[src/esc_pkg.sv]
// Package with register map, field layout, reset values and carriers.
package esc_pkg;

   localparam int ESC_AW = 7;
   localparam int ESC_DW = 8;

   localparam logic [6:0] ESC_ADDR_SYS_EN = 7'h04;
   localparam logic [6:0] ESC_ADDR_GLOBAL = 7'h60;
   localparam logic [6:0] ESC_ADDR_SYS = 7'h61;
   localparam logic [6:0] ESC_ADDR_SUP = 7'h62;
   localparam logic [6:0] ESC_ADDR_TRX = 7'h63;
   localparam logic [6:0] ESC_ADDR_WAKE = 7'h64;

   localparam int ESC_SYS_COLD = 4;
   localparam int ESC_SYS_THERM = 2;
   localparam int ESC_SYS_SERIAL = 1;
   localparam int ESC_SYS_WDOG = 0;
   localparam int ESC_SUP_OVER = 2;
   localparam int ESC_SUP_UNDER = 1;
   localparam int ESC_SUP_CTRL = 0;
   localparam int ESC_TRX_SILENCE = 4;
   localparam int ESC_TRX_SHUTOFF = 1;
   localparam int ESC_TRX_RESUME = 0;
   localparam int ESC_WK_RISE = 1;
   localparam int ESC_WK_FALL = 0;
   localparam int ESC_SUM_WAKE = 3;
   localparam int ESC_SUM_TRX = 2;
   localparam int ESC_SUM_SUP = 1;
   localparam int ESC_SUM_SYS = 0;

   localparam logic [7:0] ESC_SYS_MASK = 8'h17;
   localparam logic [7:0] ESC_SUP_MASK_FULL = 8'h07;
   localparam logic [7:0] ESC_SUP_MASK_BASE = 8'h01;
   localparam logic [7:0] ESC_TRX_MASK = 8'h13;
   localparam logic [7:0] ESC_WAKE_MASK = 8'h03;
   localparam logic [7:0] ESC_EN_MASK = 8'h06;

   localparam logic [7:0] ESC_FLAG_RST = 8'h00;
   localparam logic [7:0] ESC_EN_RST = 8'h00;
   localparam logic ESC_RXD_RST = 1'b1;

   localparam int ESC_CLK_MHZ = 100;
   localparam int ESC_EVENT_DELAY_US = 1000;
   localparam int ESC_EVENT_DELAY_CYC = ESC_EVENT_DELAY_US * ESC_CLK_MHZ;

   typedef struct packed {
      logic wr;
      logic rd;
      logic [6:0] addr;
      logic [7:0] wdata;
   } esc_reg_req_t;

   typedef struct packed {
      logic cold_start;
      logic thermal_warn;
      logic serial_fail;
      logic watchdog_fail;
      logic sensor_over;
      logic sensor_under;
      logic ctrl_supply_under;
      logic bus_silence;
      logic transceiver_shutoff;
      logic bus_resume;
   } esc_evt_t;

   typedef struct packed {
      logic sensor_over;
      logic sensor_under;
      logic ctrl_supply_under;
      logic bus_silence;
      logic transceiver_shutoff;
      logic bus_resume;
      logic input_rise;
      logic input_fall;
   } esc_cap_en_t;

endpackage : esc_pkg

[src/esc_event_regs.sv]
// Event status and capture enable register bank with host signalling.
`timescale 1ns/1ps
module esc_event_regs #(
   parameter bit HAS_SENSOR_SUPPLY = 1'b1,
   parameter int unsigned DELAY_CYC = esc_pkg::ESC_EVENT_DELAY_CYC
) (
   input wire logic clock,
   input wire logic rst_b,
   input wire logic ce,
   input wire esc_pkg::esc_reg_req_t reg_req,
   output logic [7:0] reg_rdata,
   input wire esc_pkg::esc_evt_t evt,
   input wire esc_pkg::esc_cap_en_t cap_en,
   input wire logic local_input,
   input wire logic bus_active,
   input wire logic transceiver_offline,
   input wire logic controller_supply_on,
   input wire logic reset_pin_low,
   output logic event_pending,
   output logic rxd
);
   localparam logic [7:0] SUP_MASK = HAS_SENSOR_SUPPLY ?
      esc_pkg::ESC_SUP_MASK_FULL : esc_pkg::ESC_SUP_MASK_BASE;

   typedef struct packed {
      logic [7:0] sys_en;
      logic [7:0] rdata;
      logic input_prev;
      logic input_seen;
   } esc_regs_state_t;

   esc_regs_state_t state_r;
   esc_regs_state_t state_nxt;

   logic [7:0] sys_flags;
   logic [7:0] sup_flags;
   logic [7:0] trx_flags;
   logic [7:0] wk_flags;
   logic [7:0] sys_set;
   logic [7:0] sup_set;
   logic [7:0] trx_set;
   logic [7:0] wk_set;
   logic [7:0] trx_hw_clr;
   logic [7:0] sys_w1c;
   logic [7:0] sup_w1c;
   logic [7:0] trx_w1c;
   logic [7:0] wk_w1c;
   logic [7:0] summary;
   logic [7:0] rd_mux;
   logic [3:0] cleared;
   logic any_cleared;
   logic input_rise;
   logic input_fall;
   logic timer_busy;
   logic signal_ok;

   // Host writes of 1 hit only implemented bits of the addressed register.
   always_comb
   begin
      sys_w1c = 8'h00;
      sup_w1c = 8'h00;
      trx_w1c = 8'h00;
      wk_w1c = 8'h00;
      if (reg_req.wr)
      begin
         unique case (reg_req.addr)
            esc_pkg::ESC_ADDR_SYS:
               sys_w1c = reg_req.wdata & esc_pkg::ESC_SYS_MASK;
            esc_pkg::ESC_ADDR_SUP:
               sup_w1c = reg_req.wdata & SUP_MASK;
            esc_pkg::ESC_ADDR_TRX:
               trx_w1c = reg_req.wdata & esc_pkg::ESC_TRX_MASK;
            esc_pkg::ESC_ADDR_WAKE:
               wk_w1c = reg_req.wdata & esc_pkg::ESC_WAKE_MASK;
            default:
               sys_w1c = 8'h00;
         endcase
      end
   end

   // The first sample after reset only primes the edge detector.
   assign input_rise = state_r.input_seen && !state_r.input_prev &&
      local_input;
   assign input_fall = state_r.input_seen && state_r.input_prev &&
      !local_input;

   always_comb
   begin
      sys_set = 8'h00;
      sys_set[esc_pkg::ESC_SYS_COLD] = evt.cold_start;
      sys_set[esc_pkg::ESC_SYS_THERM] = evt.thermal_warn &&
         state_r.sys_en[esc_pkg::ESC_SYS_THERM];
      sys_set[esc_pkg::ESC_SYS_SERIAL] = evt.serial_fail &&
         state_r.sys_en[esc_pkg::ESC_SYS_SERIAL];
      sys_set[esc_pkg::ESC_SYS_WDOG] = evt.watchdog_fail;

      sup_set = 8'h00;
      sup_set[esc_pkg::ESC_SUP_OVER] = HAS_SENSOR_SUPPLY &&
         evt.sensor_over && cap_en.sensor_over;
      sup_set[esc_pkg::ESC_SUP_UNDER] = HAS_SENSOR_SUPPLY &&
         evt.sensor_under && cap_en.sensor_under;
      sup_set[esc_pkg::ESC_SUP_CTRL] = evt.ctrl_supply_under &&
         cap_en.ctrl_supply_under;

      trx_set = 8'h00;
      trx_set[esc_pkg::ESC_TRX_SILENCE] = evt.bus_silence &&
         cap_en.bus_silence;
      trx_set[esc_pkg::ESC_TRX_SHUTOFF] = evt.transceiver_shutoff &&
         cap_en.transceiver_shutoff;
      trx_set[esc_pkg::ESC_TRX_RESUME] = evt.bus_resume &&
         transceiver_offline && cap_en.bus_resume;

      wk_set = 8'h00;
      wk_set[esc_pkg::ESC_WK_RISE] = input_rise &&
         cap_en.input_rise;
      wk_set[esc_pkg::ESC_WK_FALL] = input_fall &&
         cap_en.input_fall;

      // Bus activity wipes the silence flag unless a silence event with its capture enabled is reported now.
      trx_hw_clr = 8'h00;
      trx_hw_clr[esc_pkg::ESC_TRX_SILENCE] = bus_active;
   end

   esc_flag_bank #(.W(8), .MASK(esc_pkg::ESC_SYS_MASK)) u_sys (
      .clock(clock),
      .rst_b(rst_b),
      .ce(ce),
      .set(sys_set),
      .hw_clr(8'h00),
      .w1c(sys_w1c),
      .flags(sys_flags),
      .cleared(cleared[0])
   );

   esc_flag_bank #(.W(8), .MASK(SUP_MASK)) u_sup (
      .clock(clock),
      .rst_b(rst_b),
      .ce(ce),
      .set(sup_set),
      .hw_clr(8'h00),
      .w1c(sup_w1c),
      .flags(sup_flags),
      .cleared(cleared[1])
   );

   esc_flag_bank #(.W(8), .MASK(esc_pkg::ESC_TRX_MASK)) u_trx (
      .clock(clock),
      .rst_b(rst_b),
      .ce(ce),
      .set(trx_set),
      .hw_clr(trx_hw_clr),
      .w1c(trx_w1c),
      .flags(trx_flags),
      .cleared(cleared[2])
   );

   esc_flag_bank #(.W(8), .MASK(esc_pkg::ESC_WAKE_MASK)) u_wake (
      .clock(clock),
      .rst_b(rst_b),
      .ce(ce),
      .set(wk_set),
      .hw_clr(8'h00),
      .w1c(wk_w1c),
      .flags(wk_flags),
      .cleared(cleared[3])
   );

   always_comb
   begin
      summary = 8'h00;
      summary[esc_pkg::ESC_SUM_WAKE] = |wk_flags;
      summary[esc_pkg::ESC_SUM_TRX] = |trx_flags;
      summary[esc_pkg::ESC_SUM_SUP] = |sup_flags;
      summary[esc_pkg::ESC_SUM_SYS] = |sys_flags;
   end

   assign any_cleared = |cleared;
   assign event_pending = |summary;
   assign signal_ok = transceiver_offline && controller_supply_on;

   // Reserved bits come back as zero because flags and enables are masked.
   always_comb
   begin
      unique case (reg_req.addr)
         esc_pkg::ESC_ADDR_SYS_EN: rd_mux = state_r.sys_en;
         esc_pkg::ESC_ADDR_GLOBAL: rd_mux = summary;
         esc_pkg::ESC_ADDR_SYS: rd_mux = sys_flags;
         esc_pkg::ESC_ADDR_SUP: rd_mux = sup_flags;
         esc_pkg::ESC_ADDR_TRX: rd_mux = trx_flags;
         esc_pkg::ESC_ADDR_WAKE: rd_mux = wk_flags;
         default: rd_mux = 8'h00;
      endcase
   end

   always_comb
   begin
      state_nxt = state_r;
      state_nxt.input_prev = local_input;
      state_nxt.input_seen = 1'b1;
      if (reg_req.rd)
         state_nxt.rdata = rd_mux;
      if (reg_req.wr && reg_req.addr == esc_pkg::ESC_ADDR_SYS_EN)
         state_nxt.sys_en = reg_req.wdata & esc_pkg::ESC_EN_MASK;
   end

   always_ff @(posedge clock or negedge rst_b)
   begin
      if (!rst_b)
      begin
         state_r.sys_en <= esc_pkg::ESC_EN_RST;
         state_r.rdata <= 8'h00;
         state_r.input_prev <= 1'b0;
         state_r.input_seen <= 1'b0;
      end
      else if (ce)
         state_r <= state_nxt;
   end

   assign reg_rdata = state_r.rdata;

   // The timer only delays signalling; flags keep capturing while it runs.
   esc_event_delay #(.DELAY_CYC(DELAY_CYC)) u_delay (
      .clock(clock),
      .rst_b(rst_b),
      .ce(ce),
      .start(any_cleared),
      .stop(reset_pin_low),
      .pending(event_pending),
      .signal_ok(signal_ok),
      .busy(timer_busy),
      .rxd(rxd)
   );
endmodule : esc_event_regs

[src/esc_flag_bank.sv]
// Sticky write-one-to-clear flag register with set priority.
`timescale 1ns/1ps
module esc_flag_bank #(
   parameter int W = 8,
   parameter logic [W-1:0] MASK = '1
) (
   input wire logic clock,
   input wire logic rst_b,
   input wire logic ce,
   input wire logic [W-1:0] set,
   input wire logic [W-1:0] hw_clr,
   input wire logic [W-1:0] w1c,
   output logic [W-1:0] flags,
   output logic cleared
);
   typedef struct packed {
      logic [W-1:0] flags;
   } esc_bank_state_t;

   esc_bank_state_t state_r;
   esc_bank_state_t state_nxt;
   logic [W-1:0] bit_nxt;

   // A set in the same cycle as a clear keeps the flag, so no event is lost.
   for (genvar i = 0; i < W; i++)
   begin : g_bit
      assign bit_nxt[i] = MASK[i] &
         (set[i] | (state_r.flags[i] & ~w1c[i] & ~hw_clr[i]));
   end

   always_comb
   begin
      state_nxt.flags = bit_nxt;
   end

   always_ff @(posedge clock or negedge rst_b)
   begin
      if (!rst_b)
         state_r.flags <= W'(esc_pkg::ESC_FLAG_RST);
      else if (ce)
         state_r <= state_nxt;
   end

   assign flags = state_r.flags;
   assign cleared = |(state_r.flags & w1c & ~set);

endmodule : esc_flag_bank

[src/esc_event_delay.sv]
// Event delay timer and receive-data signalling of pending events.
`timescale 1ns/1ps
module esc_event_delay #(
   parameter int unsigned DELAY_CYC = 100000
) (
   input wire logic clock,
   input wire logic rst_b,
   input wire logic ce,
   input wire logic start,
   input wire logic stop,
   input wire logic pending,
   input wire logic signal_ok,
   output logic busy,
   output logic rxd
);
   localparam int CW = $clog2(DELAY_CYC + 1);

   typedef struct packed {
      logic [CW-1:0] cnt;
      logic running;
      logic rxd;
   } esc_dly_state_t;

   esc_dly_state_t state_r;
   esc_dly_state_t state_nxt;

   always_comb
   begin
      state_nxt = state_r;
      if (stop)
         state_nxt.running = 1'b0;
      else if (start)
      begin
         state_nxt.running = 1'b1;
         state_nxt.cnt = CW'(DELAY_CYC - 1);
      end
      else if (state_r.running)
      begin
         if (state_r.cnt == '0)
            state_nxt.running = 1'b0;
         else
            state_nxt.cnt = state_r.cnt - CW'(1);
      end
      // Line is held high while the timer runs; it is low only while an event is pending, signal_ok holds and the timer has expired or is stopped.
      state_nxt.rxd = !(signal_ok && pending && !state_nxt.running);
   end

   always_ff @(posedge clock or negedge rst_b)
   begin
      if (!rst_b)
      begin
         state_r.cnt <= '0;
         state_r.running <= 1'b0;
         state_r.rxd <= esc_pkg::ESC_RXD_RST;
      end
      else if (ce)
         state_r <= state_nxt;
   end

   assign busy = state_r.running;
   assign rxd = state_r.rxd;

endmodule : esc_event_delay

[config.mk]
export PLATFORM = sky130hd
export DESIGN_NAME = esc_event_regs
export DESIGN_NICKNAME = d
export VERILOG_FILES = /design/src/esc_pkg.sv /design/src/esc_event_regs.sv /design/src/esc_flag_bank.sv /design/src/esc_event_delay.sv
export SDC_FILE = /design/constraint.sdc
export NUM_CORES = 1
export LEC_CHECK = 0
export BUFFER_PORTS_ARGS = -buffer_cell sky130_fd_sc_hd__clkbuf_2
export CORE_MARGIN = 1
export CORE_UTILIZATION = 46
export CTS_BUF_LIST = sky130_fd_sc_hd__clkbuf_4
export DETAILED_ROUTE_END_ITERATION = 8
export PLACE_DENSITY = 0.8
export SETUP_SLACK_MARGIN = 0.02
export SLEW_MARGIN = 15
export SYNTH_ARGS = -nofsm -noshare
export SYNTH_HDL_FRONTEND = slang
export SYNTH_SLANG_ARGS = --single-unit
[constraint.sdc]
create_clock -name clock -period 2.9 [get_ports clock]
set_input_delay 0.29 -clock clock [delete_from_list [all_inputs] [get_ports clock]]
set_output_delay 0.29 -clock clock [all_outputs]
set_load 0.05 [all_outputs]
# Word level (Yosys, flattened, before mapping)
# Cells that the tools add are included.
# word_totals
ff_bits,43
latch_bits,0
ram_bits,0
romBits,0
in_bits,43
output_inout_bits,10
n_memories,0
# classes
addsub,1
mul,0
n_div,0
order_cmp,0
eq_ne,7
shift,0
mux,14
bitwise,51
n_reduce_logical,34
# op_table
cell,count
2-to-1 mux 18 bit,2
"equality test 7 bit, second input constant",5
AND 8 bit,4
2-to-1 mux 8 bit,4
OR reduction 32 bit,1
one-hot mux 5 bit (6 select lines),1
logical AND 1 bit,19
logical NOT 17 bit,1
2-to-1 mux 17 bit,1
"subtractor 17 x 1 -> 17 bit, second input constant",1
AND 5 x 8 -> 8 bit,2
inverter 5 -> 8 bit,2
inverter 1 bit,14
AND 1 bit,13
bitwise OR 1 bit,12
OR reduction 12 bit,1
2-to-1 mux 5 bit,2
AND 2 x 8 -> 8 bit,1
AND 3 x 8 -> 8 bit,1
inverter 2 -> 8 bit,1
inverter 3 -> 8 bit,1
"equality test 7 x 3 -> 1 bit, second input constant",1
OR reduction 3 bit,2
logical NOT 1 bit,4
9 further kinds,11

# Longest topological paths before layout
# depth
word_depth,12
ltp_mapped,9

# Modules after synthesis
# Synthesis repeated with hierarchy kept, for this count alone.
# hier_totals
cells_unflattened,342
area_unflattened_um2,3096.7
# by_module_without_submodules
module,instances,cells_per_inst,area_per_inst_um2
esc_event_regs,1,141,1246.2
esc_event_delay,1,123,1119.8
esc_flag_bank at u_sup ...,2,19,183.9
esc_flag_bank at u_sys,1,24,222.7
esc_flag_bank at u_wake,1,16,140.1

# Worst setup path after synthesis
# OpenSTA, ideal clock, no wires.
# synth_path
path_type,register to register
from,register u_delay.state_r[2] (netlist name)
to,register u_delay.state_r[2] (netlist name)
setup_ps,125
arrival_ps,1966
required_time_ps,2775
setup_slack_ps,810
stages_incl_launch_ff,8
synth_period_minus_slack_ps,2090
path_cell_list,dfrtp_1 > inv_1 > ha_1 > nor3b_1 > nand4_1 > o21ai_0 > a21oi_1 > mux2_2
# synth_via
elab_chain_cells,4
# synth_lines
element,line,rtl
start: declaration,esc_event_delay.sv:24,esc_dly_state_t state_r;
start signal: assignment,esc_event_delay.sv:57,state_r <= state_nxt;
subtractor 17 x 1 -> 17 bit,esc_event_delay.sv:42,state_nxt.cnt = state_r.cnt - CW'(1);
2-to-1 mux 17 bit,esc_event_delay.sv:39,if (state_r.cnt == '0)
2-to-1 mux 18 bit,esc_event_delay.sv:37,else if (state_r.running)
2-to-1 mux 18 bit,esc_event_delay.sv:32,else if (start)
# Several ways; a longest one is shown, not always the timed one. The select of a mux whose other input is x is not followed.
# A chain may end at the register's enable or synchronous reset.

# Worst setup path after layout
# layout_path
from,register u_delay.state_r[2] (netlist name)
to,register u_delay.state_r[4] (netlist name)
# Same word-level chain as after synthesis.

==> flow_summary.rst <==
.. list-table::
   :header-rows: 1

   * - Metric
     - Value
   * - Outcome
     - completed
   * - Maximum number of pins on one net before global-route repair
     - 41
   * - Crit path time final
     - 2.44 ns
   * - Avg Synthesized Cell Area
     - 8.92 µm²
   * - Global-route wire length before repair
     - 9340 µm
   * - Top cells by area in the synthesized netlist
     - sky130_fd_sc_hd__dfrtp_1 41%, sky130_fd_sc_hd__nand2_1 7.3%, sky130_fd_sc_hd__o21ai_0 5.7%, sky130_fd_sc_hd__nand3_1 3.8%, sky130_fd_sc_hd__nand4_1 3.5%
   * - CTS Root Buffer Type
     - sky130_fd_sc_hd__clkbuf_4
   * - I/O pin cnt
     - 53
   * - Cell type with the highest aggregate area in the netlist
     - sky130_fd_sc_hd__dfrtp_1
   * - Area of the mapped netlist
     - 2350 µm²
   * - Data arrival at the endpoint of the critical path
     - 2.75 ns
   * - Post-CTS Repair Setup Buffers
     - 0
   * - TNS Setup
     - 0 ns
   * - Critical Path Start
     - u_delay.state_r[2]
   * - Total global routing track utilization
     - 22.6%
   * - Number of input and output port buffers inserted
     - 45
   * - Leakage Power
     - 1.19 nW
   * - Maximum clock frequency
     - 409 MHz
   * - Number of rows in the core area
     - 25
   * - Relative contribution of the clock network to total power
     - 30.6%
   * - Leading cell types by count after synthesis
     - 46 x sky130_fd_sc_hd__nand2_1, 39 x sky130_fd_sc_hd__dfrtp_1, 27 x sky130_fd_sc_hd__o21ai_0
   * - Type of element launching the critical path
     - flop
   * - Number of search-and-repair iterations in the first detailed-routing pass
     - 5
   * - Fraction of layout cells with a size suffix above 1
     - 24.8%
   * - Combinational family with the most area after synthesis
     - simple AND/OR/NAND/NOR gates
   * - Nature of the critical path endpoint
     - flop
   * - Cell Pwr Density
     - 450 nW/µm²
   * - Wire per inst
     - 14.6 µm
   * - Number of warning messages in the yosys log
     - 0
   * - Num CTS Buffers
     - 5
   * - Detailed Place HPWL
     - 4220 µm
   * - Most used standard cell by instance count after synthesis
     - sky130_fd_sc_hd__nand2_1
   * - Worst min path class
     - input pin to asynchronous set/reset pin
   * - Residual overflow from global routing
     - 0
   * - Multiplexer share of the synthesized area
     - 2.39%
   * - Initial Util
     - 48.9%
   * - Final-report setup violation count
     - 0
   * - Via count of the first global-routing pass
     - 2071
   * - Count of flip-flops with a built-in enable after synthesis
     - 0
   * - Number of synthesized register bits
     - 40
   * - Headroom to the max-slew limit
     - 35.0%
   * - Buffer depth of the longest clock path
     - 2
   * - Asr flop ratio synth
     - 100%
   * - Combined flip-flop and latch cell area
     - 1000 µm²
   * - Total wirelength of the detailed-routed design
     - 5540 µm
   * - Clock net sink count
     - 40
   * - Number of standard cells after synthesis
     - 264
   * - Combinational group share of total power
     - 16.0%
   * - Dominant synthesized flop cell
     - sky130_fd_sc_hd__dfrtp_1
   * - Clock network latency to the later pin of the worst-skew pair
     - 0.36 ns
   * - Cell with the largest stage delay on the worst path
     - sky130_fd_sc_hd__nor3b_1
   * - Ordered cell list for the critical path
     - inv_1 > ha_1 > nor3b_1 > nand4_1 > nor2_1 > nor2b_1 > and4_2 > o21ai_0 > o21a_1
   * - Sequential power share
     - 53.4%
   * - Number of nets with antenna violations after routing
     - 0
   * - Footprint of the multi-input gates
     - 1260 µm²
   * - Clock-pin slew on the worst setup and hold paths
     - 0.12 ns
   * - Pins Over Slew Limit
     - 0
   * - Portion of the post-synthesis area used by sequential elements
     - 42.6%
   * - Worst-case clock skew
     - 0.0117 ns
   * - Total Die Area
     - 5410 µm²
   * - Setup slack of the most critical reg-to-reg path
     - 0.46 ns
   * - Die outline height
     - 73.5 µm
   * - Capture point of the worst path
     - u_delay.state_r[4]
   * - Post-CTS resize count
     - 0
   * - Parity-gate share of the synthesized area counting xor and xnor cells
     - 1.49%
   * - Share of the synthesized area in the top cell type
     - 41.4%
   * - Number of H-tree branching levels
     - 2
   * - Inserted Diodes
     - 0
   * - Syn-to-layout area delta
     - 14.9%
   * - Compound-cell area share of the yosys netlist
     - 19.4%
   * - Clock tree from TritonCTS
     - done
   * - Final period utilization
     - 84.3%
   * - R2r endpoint
     - u_delay.state_r[4]
   * - Reported max-cap violation count
     - 0
   * - Final hold violation count
     - 0
   * - Horizontal extent of the die
     - 73.5 µm
   * - Reg2reg path depth
     - 9
   * - Core region area
     - 4820 µm²
   * - Filler cell count
     - 446
   * - Number of antenna violations at the first check in global routing
     - 0
   * - Net switching power
     - 344 µW
   * - Slew of the pin with the lowest slew margin
     - 0.976 ns
   * - Vias after detailed routing
     - 2215
   * - Setup repair after global routing missed its margin
     - false
   * - Remaining routing DRC violations
     - 0
   * - Area share of and/or/nand/nor cells after synthesis
     - 29.1%
   * - Critical Path Max Stage Delay
     - 0.50 ns
   * - Worst IR drop on VDD
     - 0.275 mV
   * - Via density
     - 5.86
   * - Layout Utilization
     - 56.2%
   * - Critical path class
     - flop to flop
   * - Violation count after the first detailed-routing iteration
     - 177
   * - Switch share
     - 28.3%
   * - Number of buffers added to fix hold violations after cts
     - 0
   * - Number of different library cells in the post-synthesis netlist
     - 50
   * - Maximum fanout count along the critical path
     - 5
   * - Nets
     - 354
   * - Cell internal pwr
     - 874 µW
   * - Worst Path Required
     - 3.20 ns
   * - Launch point of the worst reg-to-reg path
     - u_delay.state_r[2]
   * - Routability congestion estimate from global placement
     - 0.942
   * - Post-synthesis adder-cell area fraction
     - 0.531%
==> per-layer routing <==
layer | vias to the layer above | GRT usage, % | wire [µm]
li1 | 1057 | - | -
met1 | 1034 | 31.6 | 2530
met2 | 112 | 34.6 | 2450
met3 | 12 | 3.70 | 461
met4 | 0 | 9.83 | 94
met5 | - | 0 | 0
==> registers in the layout, indices dropped and copies added (netlist names) <==
| register | cells |
|---|---|
| reg_rdata | 5 |
| state_r | 4 |
| u_sup.flags | 3 |
| u_delay.busy | 1 |
| u_delay.rxd | 1 |
| u_trx.flags | 3 |
| u_sys.flags | 4 |
| u_delay.state_r | 17 |
| u_wake.flags | 2 |
==> cell usage in the layout, fill, tap and decap left out, types with 5 or more instances in the layout <==
cell type	Yosys	layout
sky130_fd_sc_hd__nand2_1	46	46
sky130_fd_sc_hd__clkbuf_2	0	45
sky130_fd_sc_hd__dfrtp_1	39	39
sky130_fd_sc_hd__o21ai_0	27	27
sky130_fd_sc_hd__nand3_1	18	18
sky130_fd_sc_hd__nor2_1	16	16
sky130_fd_sc_hd__nand4_1	13	13
sky130_fd_sc_hd__a21oi_1	7	7
sky130_fd_sc_hd__clkbuf_4	0	6
sky130_fd_sc_hd__inv_1	5	5
sky130_fd_sc_hd__a22o_1	5	5
sky130_fd_sc_hd__mux2_2	5	5
sky130_fd_sc_hd__buf_4	9	5
==> final cells by class <==
cell class	count	area share [%]
multi-input cells	208	46.5
flip-flops and latches	40	37.0
repair buffers	50	9.71
well taps	67	3.10
clock buffers	6	1.66
clock inverters	2	1.29
inverters	5	0.693
==> worst min path at each step <==
stage	depth (start not counted)	startpoint	end	slack, ns
after floorplan	0	rst_b	reg_rdata[0]	-0.006
after global placement	2	reg_rdata[3]	reg_rdata[3]	0.47
after detailed placement	2	reg_rdata[0]	reg_rdata[0]	0.47
after CTS	1	rst_b	u_trx.flags[1]	0.11
after global routing	1	rst_b	u_delay.state_r[6]	0.15
final	1	rst_b	reg_rdata[2]	0.07
==> logic make-up after synthesis <==
group / after synthesis
xor gates and xnor gates: 4
adders and majority gates: 1
DFF: 40
buffers and inverters: 18
other: 1
muxes: 5
AOI/OAI and AO/OA: 66
and+or+nand+nor: 129
==> metrics by stage <==
step	setup WS, ns	area [µm²]	hold slack, ns	total power [mW]	std cells
6_report	0.456	2710	0.0676	1.22	378
2_1_floorplan	0.810	2360	-0.00559	0.777	266
3_5_place_dp	0.531	2630	0.474	0.855	370
3_3_place_gp	0.550	2630	0.468	0.847	370
4_1_cts	0.485	2710	0.110	1.23	378
5_1_grt	0.178	2710	0.152	1.28	378
==> worst max-delay path, delay by kind of cell, from the launching register on <==
family | cells | cell delay (ns)
and+or+nand+nor | 5 | 1.44
DFF | 1 | 0.40
AOI/OAI and AO/OA | 2 | 0.29
adders and majority gates | 1 | 0.19
buffers and inverters | 1 | 0.09
==> power by group through the flow <==
stage / Clock [mW] / Combinational (mW) / Sequential, mW
global placement: 0 / 0.188 / 0.658
floorplan: 0 / 0.122 / 0.655
global route: 0.400 / 0.220 / 0.659
CTS: 0.382 / 0.196 / 0.650
detailed placement: 0 / 0.195 / 0.660
finish: 0.373 / 0.195 / 0.651
Note: power is estimated with default switching activity, not from simulation.
